<file path="src/rtl/ppi_pkg.sv">
// shared constants and carrier types for the port c handshake and status block
// assumes an apb master on pclk, 32-bit data, one aligned word per register
package ppi_pkg;

  // register byte offsets
  localparam logic [7:0] OFF_PORT_A = 8'h00;
  localparam logic [7:0] OFF_PORT_B = 8'h04;
  localparam logic [7:0] OFF_PORT_C = 8'h08;
  localparam logic [7:0] OFF_CTRL = 8'h0c;

  // control word fields, mode-set form (bit 7 = 1)
  localparam int CW_FLAG = 7;
  localparam int CW_A_MODE_HI = 6;
  localparam int CW_A_MODE_LO = 5;
  localparam int CW_A_DIR = 4;
  localparam int CW_CU_DIR = 3;
  localparam int CW_B_MODE = 2;
  localparam int CW_B_DIR = 1;
  localparam int CW_CL_DIR = 0;
  // bit set/reset form (bit 7 = 0): bits 3..1 select, bit 0 value
  localparam int BSR_SEL_HI = 3;
  localparam int BSR_SEL_LO = 1;
  localparam int BSR_VAL = 0;

  // reset values: all ports input, mode 0
  localparam logic [7:0] CTRL_RESET = 8'h9b;
  localparam logic [7:0] LATCH_RESET = 8'h00;

  // minimum reset pulse that forces input mode
  localparam int RESET_MIN_NS = 500;
  localparam int CLK_PERIOD_NS = 5;
  localparam int RESET_MIN_CYC = (RESET_MIN_NS + CLK_PERIOD_NS - 1) / CLK_PERIOD_NS;

  // apb request carrier
  typedef struct packed {
    logic psel;
    logic penable;
    logic pwrite;
    logic [7:0] paddr;
    logic [31:0] pwdata;
  } apb_req_t;

  // one handshake group
  typedef struct packed {
    logic in_full;
    logic out_full;
    logic irq;
    logic in_ie;
    logic out_ie;
    logic stb_q;
    logic ack_q;
  } hs_state_t;

endpackage

</file>
<file path="src/rtl/ppi_handshake.sv">
// one handshake group: buffer-full flags, interrupt enables, interrupt request
// assumes strobe and acknowledge are synchronous to pclk, active low
`timescale 1ns/1ps
`default_nettype none
module ppi_handshake
(
  input wire logic pclk,
  input wire logic presetn,
  input wire logic strobe_in_n,
  input wire logic ack_in_n,
  input wire logic host_rd,
  input wire logic host_wr,
  input wire logic is_input,
  input wire logic is_output,
  input wire logic in_ie_set,
  input wire logic in_ie_clr,
  input wire logic out_ie_set,
  input wire logic out_ie_clr,
  input wire logic clr_all,
  output logic input_buffer_full,
  output logic output_buffer_full_n,
  output logic interrupt_request,
  output logic input_irq_enable,
  output logic output_irq_enable
);
  ppi_pkg::hs_state_t s_q;
  ppi_pkg::hs_state_t s_d;
  logic stb_fall;
  logic stb_rise;
  logic ack_fall;
  logic ack_rise;

  assign stb_fall = s_q.stb_q & ~strobe_in_n;
  assign stb_rise = ~s_q.stb_q & strobe_in_n;
  assign ack_fall = s_q.ack_q & ~ack_in_n;
  assign ack_rise = ~s_q.ack_q & ack_in_n;

  // flag updates; a strobe or ack edge wins over a same-cycle host clear, except that in mode 2 a host write clears a strobe-rise request
  always_comb
  begin
    s_d = s_q;
    s_d.stb_q = strobe_in_n;
    s_d.ack_q = ack_in_n;
    if (in_ie_set)
      s_d.in_ie = 1'b1;
    if (in_ie_clr)
      s_d.in_ie = 1'b0;
    if (out_ie_set)
      s_d.out_ie = 1'b1;
    if (out_ie_clr)
      s_d.out_ie = 1'b0;
    if (is_input && host_rd)
    begin
      s_d.in_full = 1'b0;
      s_d.irq = 1'b0;
    end
    if (is_input && stb_fall)
      s_d.in_full = 1'b1;
    if (is_input && stb_rise && s_q.in_full && s_d.in_ie)
      s_d.irq = 1'b1;
    if (is_output && host_wr)
    begin
      s_d.out_full = 1'b1;
      s_d.irq = 1'b0;
    end
    if (is_output && ack_fall)
      s_d.out_full = 1'b0;
    if (is_output && ack_rise && s_d.out_ie)
      s_d.irq = 1'b1;
    if (clr_all)
    begin
      s_d.in_full = 1'b0;
      s_d.out_full = 1'b0;
      s_d.irq = 1'b0;
      s_d.in_ie = 1'b0;
      s_d.out_ie = 1'b0;
    end
  end

  always_ff @(posedge pclk or negedge presetn)
  begin
    if (!presetn)
      s_q <= '{stb_q: 1'b1, ack_q: 1'b1, default: 1'b0};
    else
      s_q <= s_d;
  end

  assign input_buffer_full = s_q.in_full;
  assign output_buffer_full_n = ~s_q.out_full;
  assign interrupt_request = s_q.irq;
  assign input_irq_enable = s_q.in_ie;
  assign output_irq_enable = s_q.out_ie;

  // a strobe fall while in input mode raises the flag next cycle
  a_ibf_on_strobe: assert property (@(posedge pclk) disable iff (!presetn)
    (is_input && stb_fall && !clr_all) |=> input_buffer_full)
    else $error("input flag missed strobe");
  // host write without ack fall drops output_buffer_full_n
  a_obf_on_write: assert property (@(posedge pclk) disable iff (!presetn)
    (is_output && host_wr && !ack_fall && !clr_all) |=> !output_buffer_full_n)
    else $error("output flag missed write");
  // in input-only use, a host read clears the request unless a strobe rise coincides
  a_irq_read_clr: assert property (@(posedge pclk) disable iff (!presetn)
    (is_input && !is_output && host_rd && !stb_rise) |=> !interrupt_request)
    else $error("irq not cleared by read");
  // ack rise with enable raises the request
  a_irq_ack_set: assert property (@(posedge pclk) disable iff (!presetn)
    (is_output && ack_rise && output_irq_enable && !out_ie_clr && !clr_all)
    |=> interrupt_request)
    else $error("irq not raised by ack");
endmodule
`default_nettype wire

</file>
<file path="src/rtl/ppi_port_c_handshake_status.sv">
// port c control and status of a three-port peripheral interface, with apb slave
// assumes apb master on pclk; peripheral pins synchronous to pclk
//
// The APB interface to the registers and the placing of the registers were chosen for this implementation.
`timescale 1ns/1ps
`default_nettype none
module ppi_port_c_handshake_status
#(
  parameter bit CLEAR_PORT_B = 1'b1
)
(
  input wire logic pclk,
  input wire logic presetn,
  input wire logic psel,
  input wire logic penable,
  input wire logic pwrite,
  input wire logic [7:0] paddr,
  input wire logic [31:0] pwdata,
  output logic [31:0] prdata,
  output logic pready,
  output logic pslverr,
  input wire logic ppi_reset,
  input wire logic [7:0] pa_in,
  input wire logic [7:0] pb_in,
  input wire logic [7:0] pc_in,
  output logic [7:0] pa_out,
  output logic [7:0] pa_oe,
  output logic [7:0] pb_out,
  output logic [7:0] pb_oe,
  output logic [7:0] pc_out,
  output logic [7:0] pc_oe
);

  ////////////////////////////////////////////////////////////////////////////
  // state
  typedef struct packed {
    logic [7:0] ctrl;
    logic [7:0] la;
    logic [7:0] lb;
    logic [7:0] lc;
    logic [31:0] rdata;
    logic ready;
    logic err;
    logic [7:0] pa_o;
    logic [7:0] pa_e;
    logic [7:0] pb_o;
    logic [7:0] pb_e;
    logic [7:0] pc_o;
    logic [7:0] pc_e;
  } top_state_t;
  top_state_t s_q;
  top_state_t s_d;

  ppi_pkg::apb_req_t req;
  logic setup;
  logic wr_c;
  logic wr_cw;
  logic wr_a;
  logic wr_b;
  logic rd_a;
  logic rd_b;
  logic bsr;
  logic [2:0] bsr_sel;
  logic bsr_val;
  logic long_reset;
  logic a_m1;
  logic a_m2;
  logic a_in;
  logic a_out;
  logic b_m1;
  logic b_in;
  logic [7:0] ctl_mask;
  logic [7:0] free_in;
  logic [7:0] status;
  logic a_ibf;
  logic a_obf_n;
  logic a_irq;
  logic a_iie;
  logic a_oie;
  logic b_ibf;
  logic b_obf_n;
  logic b_irq;
  logic b_iie;
  logic b_oie;

  assign req = '{psel: psel, penable: penable, pwrite: pwrite, paddr: paddr, pwdata: pwdata};

  ////////////////////////////////////////////////////////////////////////////
  // decode helpers
  function automatic logic hit(input ppi_pkg::apb_req_t r, input logic [7:0] off, input logic w);
    hit = r.psel && !r.penable && (r.pwrite == w) && (r.paddr == off);
  endfunction

  // transfers are acted on in the setup cycle; the answer follows one cycle later
  assign setup = psel && !penable;
  assign wr_cw = hit(req, ppi_pkg::OFF_CTRL, 1'b1) && pwdata[ppi_pkg::CW_FLAG];
  assign bsr = hit(req, ppi_pkg::OFF_CTRL, 1'b1) && !pwdata[ppi_pkg::CW_FLAG];
  assign bsr_sel = pwdata[ppi_pkg::BSR_SEL_HI:ppi_pkg::BSR_SEL_LO];
  assign bsr_val = pwdata[ppi_pkg::BSR_VAL];
  assign wr_a = hit(req, ppi_pkg::OFF_PORT_A, 1'b1);
  assign wr_b = hit(req, ppi_pkg::OFF_PORT_B, 1'b1);
  assign wr_c = hit(req, ppi_pkg::OFF_PORT_C, 1'b1);
  assign rd_a = hit(req, ppi_pkg::OFF_PORT_A, 1'b0);
  assign rd_b = hit(req, ppi_pkg::OFF_PORT_B, 1'b0);

  // mode decode from the current control word
  assign a_m2 = s_q.ctrl[ppi_pkg::CW_A_MODE_HI];
  assign a_m1 = !a_m2 && s_q.ctrl[ppi_pkg::CW_A_MODE_LO];
  assign a_in = a_m1 && s_q.ctrl[ppi_pkg::CW_A_DIR];
  assign a_out = a_m1 && !s_q.ctrl[ppi_pkg::CW_A_DIR];
  assign b_m1 = s_q.ctrl[ppi_pkg::CW_B_MODE];
  assign b_in = s_q.ctrl[ppi_pkg::CW_B_DIR];

  // port c bits used as handshake lines
  always_comb
  begin
    ctl_mask = 8'h00;
    if (a_in)
      ctl_mask[5:3] = 3'h7;
    if (a_out)
      ctl_mask = ctl_mask | 8'hc8;
    if (a_m2)
      ctl_mask[7:3] = 5'h1f;
    if (b_m1)
      ctl_mask[2:0] = 3'h7;
  end

  // free bits configured as inputs
  assign free_in = ~ctl_mask & {{4{s_q.ctrl[ppi_pkg::CW_CU_DIR]}},
                                {4{s_q.ctrl[ppi_pkg::CW_CL_DIR]}}};

  ////////////////////////////////////////////////////////////////////////////
  // handshake groups
  ppi_handshake u_grp_a (
    .pclk(pclk),
    .presetn(presetn),
    .strobe_in_n(pc_in[4]),
    .ack_in_n(pc_in[6]),
    .host_rd(rd_a),
    .host_wr(wr_a),
    .is_input(a_in || a_m2),
    .is_output(a_out || a_m2),
    .in_ie_set(bsr && bsr_sel == 3'h4 && bsr_val && (a_in || a_m2)),
    .in_ie_clr(bsr && bsr_sel == 3'h4 && !bsr_val && (a_in || a_m2)),
    .out_ie_set(bsr && bsr_sel == 3'h6 && bsr_val && (a_out || a_m2)),
    .out_ie_clr(bsr && bsr_sel == 3'h6 && !bsr_val && (a_out || a_m2)),
    .clr_all(wr_cw || long_reset),
    .input_buffer_full(a_ibf),
    .output_buffer_full_n(a_obf_n),
    .interrupt_request(a_irq),
    .input_irq_enable(a_iie),
    .output_irq_enable(a_oie)
  );

  ppi_handshake u_grp_b (
    .pclk(pclk),
    .presetn(presetn),
    .strobe_in_n(pc_in[2]),
    .ack_in_n(pc_in[2]),
    .host_rd(rd_b),
    .host_wr(wr_b),
    .is_input(b_m1 && b_in),
    .is_output(b_m1 && !b_in),
    .in_ie_set(bsr && bsr_sel == 3'h2 && bsr_val && b_m1 && b_in),
    .in_ie_clr(bsr && bsr_sel == 3'h2 && !bsr_val && b_m1 && b_in),
    .out_ie_set(bsr && bsr_sel == 3'h2 && bsr_val && b_m1 && !b_in),
    .out_ie_clr(bsr && bsr_sel == 3'h2 && !bsr_val && b_m1 && !b_in),
    .clr_all(wr_cw || long_reset),
    .input_buffer_full(b_ibf),
    .output_buffer_full_n(b_obf_n),
    .interrupt_request(b_irq),
    .input_irq_enable(b_iie),
    .output_irq_enable(b_oie)
  );

  ppi_reset_filter #(.MIN_CYC(ppi_pkg::RESET_MIN_CYC)) u_rst (
    .pclk(pclk),
    .presetn(presetn),
    .ppi_reset(ppi_reset),
    .long_reset(long_reset)
  );

  ////////////////////////////////////////////////////////////////////////////
  // port c status word
  always_comb
  begin
    status = (pc_in & free_in) | (s_q.lc & ~free_in & ~ctl_mask);
    if (a_in)
    begin
      status[5] = a_ibf;
      status[4] = a_iie;
      status[3] = a_irq;
    end
    if (a_out)
    begin
      status[7] = a_obf_n;
      status[6] = a_oie;
      status[3] = a_irq;
    end
    if (a_m2)
      status[7:3] = {a_obf_n, a_oie, a_ibf, a_iie, a_irq};
    if (b_m1)
      status[2:0] = {b_in ? b_iie : b_oie, b_in ? b_ibf : b_obf_n, b_irq};
  end

  ////////////////////////////////////////////////////////////////////////////
  // registers, latches and pin drive
  always_comb
  begin
    s_d = s_q;
    s_d.ready = setup;
    s_d.err = setup && !(paddr inside {ppi_pkg::OFF_PORT_A, ppi_pkg::OFF_PORT_B,
                                      ppi_pkg::OFF_PORT_C, ppi_pkg::OFF_CTRL});
    if (setup && !pwrite)
    begin
      unique case (paddr)
        ppi_pkg::OFF_PORT_A: s_d.rdata = {24'h0, s_q.ctrl[ppi_pkg::CW_A_DIR] ? pa_in : s_q.la};
        ppi_pkg::OFF_PORT_B: s_d.rdata = {24'h0, s_q.ctrl[ppi_pkg::CW_B_DIR] ? pb_in : s_q.lb};
        ppi_pkg::OFF_PORT_C: s_d.rdata = {24'h0, status};
        ppi_pkg::OFF_CTRL: s_d.rdata = {24'h0, s_q.ctrl};
        default: s_d.rdata = 32'h0;
      endcase
    end
    if (wr_a)
      s_d.la = pwdata[7:0];
    if (wr_b)
      s_d.lb = pwdata[7:0];
    if (wr_c)
      s_d.lc[2:0] = pwdata[2:0];
    if (bsr)
      s_d.lc[bsr_sel] = bsr_val;
    if (wr_cw)
    begin
      s_d.ctrl = pwdata[7:0];
      s_d.la = ppi_pkg::LATCH_RESET;
      s_d.lc = ppi_pkg::LATCH_RESET;
      if (CLEAR_PORT_B)
        s_d.lb = ppi_pkg::LATCH_RESET;
    end
    if (long_reset)
    begin
      s_d.ctrl = ppi_pkg::CTRL_RESET;
      s_d.la = ppi_pkg::LATCH_RESET;
      s_d.lb = ppi_pkg::LATCH_RESET;
      s_d.lc = ppi_pkg::LATCH_RESET;
    end
    // pin drive: free output bits, then handshake outputs
    s_d.pa_o = s_q.la;
    s_d.pa_e = (s_q.ctrl[ppi_pkg::CW_A_DIR] || a_m2) ? 8'h00 : 8'hff;
    s_d.pb_o = s_q.lb;
    s_d.pb_e = s_q.ctrl[ppi_pkg::CW_B_DIR] ? 8'h00 : 8'hff;
    s_d.pc_o = s_q.lc;
    s_d.pc_e = ~ctl_mask & ~free_in;
    if (a_in || a_m2)
    begin
      s_d.pc_o[5] = a_ibf;
      s_d.pc_e[5] = 1'b1;
    end
    if (a_out || a_m2)
    begin
      s_d.pc_o[7] = a_obf_n;
      s_d.pc_e[7] = 1'b1;
    end
    if (a_m1 || a_m2)
    begin
      s_d.pc_o[3] = a_irq;
      s_d.pc_e[3] = 1'b1;
    end
    if (b_m1)
    begin
      s_d.pc_o[1:0] = {b_in ? b_ibf : b_obf_n, b_irq};
      s_d.pc_e[1:0] = 2'h3;
    end
  end

  // async reset leaves every line undriven
  always_ff @(posedge pclk or negedge presetn)
  begin
    if (!presetn)
      s_q <= '{ctrl: ppi_pkg::CTRL_RESET, default: '0};
    else
      s_q <= s_d;
  end

  assign prdata = s_q.rdata;
  assign pready = s_q.ready;
  assign pslverr = s_q.err;
  assign pa_out = s_q.pa_o;
  assign pa_oe = s_q.pa_e;
  assign pb_out = s_q.pb_o;
  assign pb_oe = s_q.pb_e;
  assign pc_out = s_q.pc_o;
  assign pc_oe = s_q.pc_e;

  ////////////////////////////////////////////////////////////////////////////
  // checks
  a_cw_clears_latch: assert property (@(posedge pclk) disable iff (!presetn)
    (wr_cw && !long_reset) |=> (s_q.la == 8'h00 && s_q.lc == 8'h00))
    else $error("control write left a latch set");
  a_wr_c_upper_kept: assert property (@(posedge pclk) disable iff (!presetn)
    (wr_c && !bsr && !wr_cw && !long_reset) |=> $stable(s_q.lc[7:4]))
    else $error("port c write changed upper latch");
  a_bsr_low_bits: assert property (@(posedge pclk) disable iff (!presetn)
    (bsr && bsr_sel < 3'h4 && !long_reset) |=> (s_q.lc[$past(bsr_sel)] == $past(bsr_val)))
    else $error("bit set missed low bit");
  a_long_reset_in: assert property (@(posedge pclk) disable iff (!presetn)
    long_reset |=> ##1 (pa_oe == 8'h00 && pb_oe == 8'h00 && pc_oe == 8'h00))
    else $error("long reset left a port driven");
  a_status_a_in: assert property (@(posedge pclk) disable iff (!presetn)
    (setup && !pwrite && paddr == ppi_pkg::OFF_PORT_C && a_in)
    |=> (prdata[5] == $past(a_ibf) && prdata[3] == $past(a_irq)))
    else $error("status read wrong for group a input");
  a_status_b: assert property (@(posedge pclk) disable iff (!presetn)
    (setup && !pwrite && paddr == ppi_pkg::OFF_PORT_C && b_m1)
    |=> (prdata[0] == $past(b_irq)))
    else $error("status read wrong for group b");
  a_apb_answer: assert property (@(posedge pclk) disable iff (!presetn)
    setup |=> pready)
    else $error("no ready after setup");
endmodule
`default_nettype wire

</file>
<file path="src/rtl/ppi_reset_filter.sv">
// reset pulse qualifier: counts the high reset and flags when it is long enough
// assumes ppi_reset is synchronous to pclk
`timescale 1ns/1ps
`default_nettype none
module ppi_reset_filter
#(
  parameter int MIN_CYC = ppi_pkg::RESET_MIN_CYC
)
(
  input wire logic pclk,
  input wire logic presetn,
  input wire logic ppi_reset,
  output logic long_reset
);
  typedef struct packed {
    logic [7:0] cnt;
    logic fire;
  } rf_state_t;
  rf_state_t s_q;
  rf_state_t s_d;

  // shorter pulses count as glitches and are ignored
  always_comb
  begin
    s_d = s_q;
    s_d.fire = 1'b0;
    if (!ppi_reset)
      s_d.cnt = 8'h00;
    else if (s_q.cnt != 8'(MIN_CYC))
      s_d.cnt = s_q.cnt + 8'h01;
    s_d.fire = ppi_reset && (s_q.cnt == 8'(MIN_CYC));
  end

  always_ff @(posedge pclk or negedge presetn)
  begin
    if (!presetn)
      s_q <= '0;
    else
      s_q <= s_d;
  end

  assign long_reset = s_q.fire;
endmodule
`default_nettype wire
</file>
<file path="config.mk">
export PLATFORM = sky130hd
export DESIGN_NAME = ppi_port_c_handshake_status
export DESIGN_NICKNAME = d
export VERILOG_FILES = /design/src/rtl/ppi_pkg.sv /design/src/rtl/ppi_handshake.sv /design/src/rtl/ppi_port_c_handshake_status.sv /design/src/rtl/ppi_reset_filter.sv
export SDC_FILE = /design/constraint.sdc
export NUM_CORES = 1
export LEC_CHECK = 0
export ABC_AREA = 1
export BUFFER_PORTS_ARGS = -buffer_cell sky130_fd_sc_hd__buf_4
export CAP_MARGIN = 0
export CORE_ASPECT_RATIO = 0.8
export CORE_MARGIN = 2
export CORE_UTILIZATION = 30
export DETAILED_ROUTE_END_ITERATION = 16
export GPL_ROUTABILITY_DRIVEN = 0
export PLACE_DENSITY = 0.6
export SLEW_MARGIN = 20
export SYNTH_ARGS = -nofsm -noshare
export SYNTH_HDL_FRONTEND = slang
export SYNTH_SLANG_ARGS = --single-unit
export TNS_END_PERCENT = 20
</file>
<file path="constraint.sdc">
create_clock -name pclk -period 4 [get_ports pclk]
set_clock_uncertainty 0.05 [all_clocks]
set_input_delay 1 -clock pclk [delete_from_list [all_inputs] [get_ports pclk]]
set_output_delay 1 -clock pclk [all_outputs]
set_load 0.1 [all_outputs]
</file>
# Yosys cells after proc, flatten, opt, wreduce, memory -nomap -nowiden

Index checks and enable logic that the tools add are counted.
W data, S select, Z words.

Add/subtract/negate cells: 1
Order comparisons: 2
Bitwise operators: 23
Muxes and demuxes: 57
Reductions and logical operators: 82
Equality and inequality tests: 9

Operator list:

| operator              | number |
|---|---|
| $mux W8               | 10 |
| $mux W32              | 2 |
| $logic_and A1 B1 Y1   | 57 |
| $and A8 B8 Y8         | 5 |
| $pmux W8 S4           | 1 |
| $mux W1               | 28 |
| $reduce_bool A3 Y1    | 7 |
| $mux W5               | 4 |
| $eq A8 B4 Y1 const B  | 2 |
| $not A8 Y8            | 2 |
| $mux W3               | 5 |
| $mux W2               | 5 |
| $reduce_bool A5 Y1    | 2 |
| $not A1 Y1            | 9 |
| $add A8 B1 Y8 const B | 1 |
| $bwmux W8             | 1 |
| $eq A8 B3 Y1 const B  | 1 |
| $eq A8 B7 Y1 const B  | 1 |
| $logic_not A1 Y1      | 8 |
| $logic_not A8 Y1      | 1 |
| $ne A8 B7 Y1 const B  | 1 |
| $or A8 B8 Y8          | 1 |
| $and A1 B1 Y1         | 6 |
| $eq A3 B3 Y1 const B  | 2 |
| other kinds (8)       | 12 |

Logic and storage cells: 203
Bits of input ports: 70
Flip-flop bits (word level): 136
Output and inout bits: 82

# Longest topological paths before layout

Depth after elaboration: 16
Gate-level depth with buffers: 12
Mapped depth without buffers: 12

# Modules after synthesis

From an unflattened synthesis, not the netlist that was laid out.

Cells, all modules: 685
Area total of the unflattened synthesis: 5,435.2 um^2

By module, submodules not included:

| module                      | area an instance (um^2) | seq. area each (um^2) | cells each | times used |
|---|---|---|---|---|
| ppi_port_c_handshake_status | 4,346.7                 | 1,883.1               | 560        | 1 |
| ppi_handshake               | 294.0                   | 177.7                 | 34         | 2 |
| ppi_reset_filter            | 500.5                   | 225.2                 | 57         | 1 |

# Worst setup path before layout

No wires, ideal clock.

Path kind: input -> register
Start: input paddr[7]
End: register s_q (netlist bit s_d[41])
Path buffers: 1
Stages: 9
Data arrival time: 2.017 ns
Setup slack: 1.800 ns
Required time: 3.817 ns
Library setup time: 0.133 ns
Cells stage by stage: nor2_1 nand2_2 nor2_1 nand3_1 nor2_1 nor2_2 buf_6 nand2_1 o21ai_0

Cells in the longest elaborated chain, start to end: 5
Elaborated cells on any way between the ends: 8
Classes of those cells: eq/ne: 1; mux: 2; reduce/logical: 5

RTL lines:

| what                 | RTL line                           | text |
|---|---|---|
| start, declared      | ppi_port_c_handshake_status.sv:17  | `input wire logic [7:0] paddr,` |
| $eq A8 B4 Y1         | ppi_port_c_handshake_status.sv:91  | `hit = r.psel && !r.penable && (r.pwrite == w) && (r.paddr == off);` |
| $logic_and A1 B1 Y1  | ppi_port_c_handshake_status.sv:91  |  |
| $logic_and A1 B1 Y1  | ppi_port_c_handshake_status.sv:96  | `assign wr_cw = hit(req, ppi_pkg::OFF_CTRL, 1'b1) && pwdata[ppi_pkg::CW_FLAG];` |
| $mux W32             | ppi_port_c_handshake_status.sv:232 | `if (wr_cw)` |
| $mux W32             | ppi_port_c_handshake_status.sv:240 | `if (long_reset)` |
| end signal, assigned | ppi_port_c_handshake_status.sv:280 | `s_q <= '{ctrl: ppi_pkg::CTRL_RESET, default: '0};` |
| end signal, assigned | ppi_port_c_handshake_status.sv:282 | `s_q <= s_d;` |
| end, declared        | ppi_port_c_handshake_status.sv:51  | `top_state_t s_q;` |

Several ways; a longest one is shown, not always the timed one. The select of a mux whose other input is x is not followed.
A chain may end at the register's enable or synchronous reset.

# Final worst setup path

Start: input paddr[7]
End: register s_q (netlist bit s_d[47])

Same word-level chain as after synthesis.

==> out/summary.txt <==
outcome: complete, no violations
drt total wl: 13,400 um
share of the synthesized area in the top cell type: 0.438
cts repair resizes: 0
PD cells: 404 nW/um2
PortBufs: 103
Synth area leader: dfrtp_1
area delta synth->final: 15.0%
Worst VDD drop: 205 uV
Pleak: 3.03 nW
Final Core Density: 0.353
Top Ports: 152
Root Buffer: clkbuf_16
worst-margin pin slew: 716 ps
Crit Path Class: input pin to flip-flop
First DRT Iteration DRCs: 215
max-slew violation count: 0
Post-synth EDFFs: 0
Nets: 710
ANT nets after route: 0
Startpoint Class: input pin
largest net degree at the start of global routing: 53
first-pass GRT wire length: 20,700 um
Remaining Overflow, GRT: 0
fmax: 0.401 GHz
vias in the first global route: 3,763
post-synthesis sequential area ratio: 0.479
Final WS setup: 1500 ps
dpl ws: 1150 ps
synthesis-stage register bit count: 97
CTS max path bufs: 2
library cells used by synthesis: 45
die area: 18,000 um2
count leader, synth: nand2_1
Hold WC Path Type: flip-flop to flip-flop
vias per inst: 4.57
max-cap viol count: 0
Clk Latency, worst-skew pair: 340 ps
die span in x: 150 um
std cell rows: 42
synth cell count leaders: nand2_1, dfrtp_1, buf_4
fin crit share: 0.624
setup bufs post-CTS: 0
H-tree depth: 3
Clock transition at path regs: 70 ps
layout cells sized above 1: 0.236
average wire per standard cell: 15.5 um
Period minus WS final: 2500 ps
Final Setup Violations: 0
drt drc: 0
Syn Area/Cell: 8.52 um2
starting density of the core: 0.307
prevailing post-synth register cell: dfrtp_1
Worst Setup End Kind: flip-flop
TNS Setup: 0 ps
Die H: 120 um
initial antenna violation count: 0
Syn Std Cell Area: 5090 um2
Slew HR: 0.519
Core Region: 16,600 um2
vias: 3,947
Worst EP arrival: 2690 ps
antenna diode count: 0
Non-Filler Instances: 863
yosys warns: 0
Hold Violations, Final: 0
dpl cells: 847
unrepaired setup endpoints after global routing: false
Critical Path RT: 4200 ps
CTS Hold Buffers Added: 0
DP Wirelength: 9890 um
clk sinks: 97
top cells by area, synth: dfrtp_1, buf_4, nand2_1, dfstp_2, inv_1
Synth Instances: 597
router iterations before antenna repair: 5
Power, Total: 2.36 mW
Synth async-reset ratio: 1.00
Total GRT Usage: 0.151
Inserted Clock Buffers: 9
Crit Path Max Fanout: 16
CTS tree: done
==> routing by layer <==
metal	GRT usage	vias up	part of all wire
met5	0	-	0
met4	0.0363	0	0.010
li1	-	1920	-
met2	0.224	138	0.44
met1	0.219	1878	0.47
met3	0.0408	11	0.083
==> power by group <==
part           total (mW)  switching [mW]  internal (mW)
Clock               0.904           0.384          0.520
Sequential           1.04          0.0209           1.01
Combinational       0.423           0.339         0.0842
Total                2.36           0.744           1.62
==> final cells by class <==
cell class                      instances  area, um2
Fill cell                            1729      10700
Inverter                               57        214
Clock inverter                          4       51.3
Sequential cell                        97       2440
Tap cell                              220        275
Clock buffer                           12        256
Timing Repair Buffer                  105        801
Multi-Input combinational cell        368       1810
==> flip-flops by register name (all words and copies together) (netlist names), 2 cells and up <==
| name | count |
|---|---|
| s_d | 19 |
| s_q | 10 |
| pa_out | 8 |
| pb_out | 8 |
| pc_out | 8 |
| prdata | 8 |
| u_rst.s_q | 8 |
| pc_oe | 7 |
| u_grp_a.s_q | 3 |
| u_grp_b.s_q | 2 |
==> final timing paths <==
path | startpoint | to | slack, ps | cells past startpoint
worst max-delay path | paddr[7] | s_d[47] | 1500 | 8
worst min-delay path | s_d[10] | pc_out[2] | 330 | 0
worst max register to register | s_q[110] | prdata[6] | 1550 | 9
worst min register to register | s_d[10] | pc_out[2] | 330 | 0
max in group asynchronous | presetn | u_grp_a.s_q[0] | 2480 | 2
min in group asynchronous | presetn | prdata[2] | 640 | 1
==> logic make-up after synthesis <==
logic type | count (synthesis) | synth area share
flops | 97 | 0.479
mux | 5 | 0.00984
buf+inv | 155 | 0.182
compound gates | 101 | 0.114
other cells | 1 | 0.000737
fa+ha+maj | 2 | 0.00492
simple gates | 236 | 0.210
==> cells in the final DEF, fill, tap and decap left out, types with 3 or more instances in the layout <==
cell type and count:
nand2_1 131, buf_4 104, dfrtp_1 89, inv_1 55
o21ai_0 40, nor2_1 36, a21oi_1 24, conb_1 24
nand3_1 19, nand4_1 12, nor3_1 11, clkbuf_16 9
nor2_2 8, dfstp_2 8, o21ai_1 7, o31ai_1 5
a22oi_1 5, mux2i_1 5, o22ai_1 4, nand2_2 3
a2bb2oi_1 3, or2_2 3
==> critical path: stages <==
cell	delay, ps
buf_4	100
nor2_1	140
nand2_2	130
nor2_1	180
nand3_1	240
nor2_1	410
nor2_2	220
o31ai_1	250
==> metrics by stage <==
| step | hold WS (ps) | area (um2) |
|---|---|---|
| floorplan | 304 | 5170 |
| detailed placement | 320 | 5540 |
| CTS | 334 | 5850 |
| global route | 345 | 5850 |
| finish | 331 | 5850 |
| global placement | 313 | 5540 |
No activity file was read; power rests on OpenSTA's default activity.
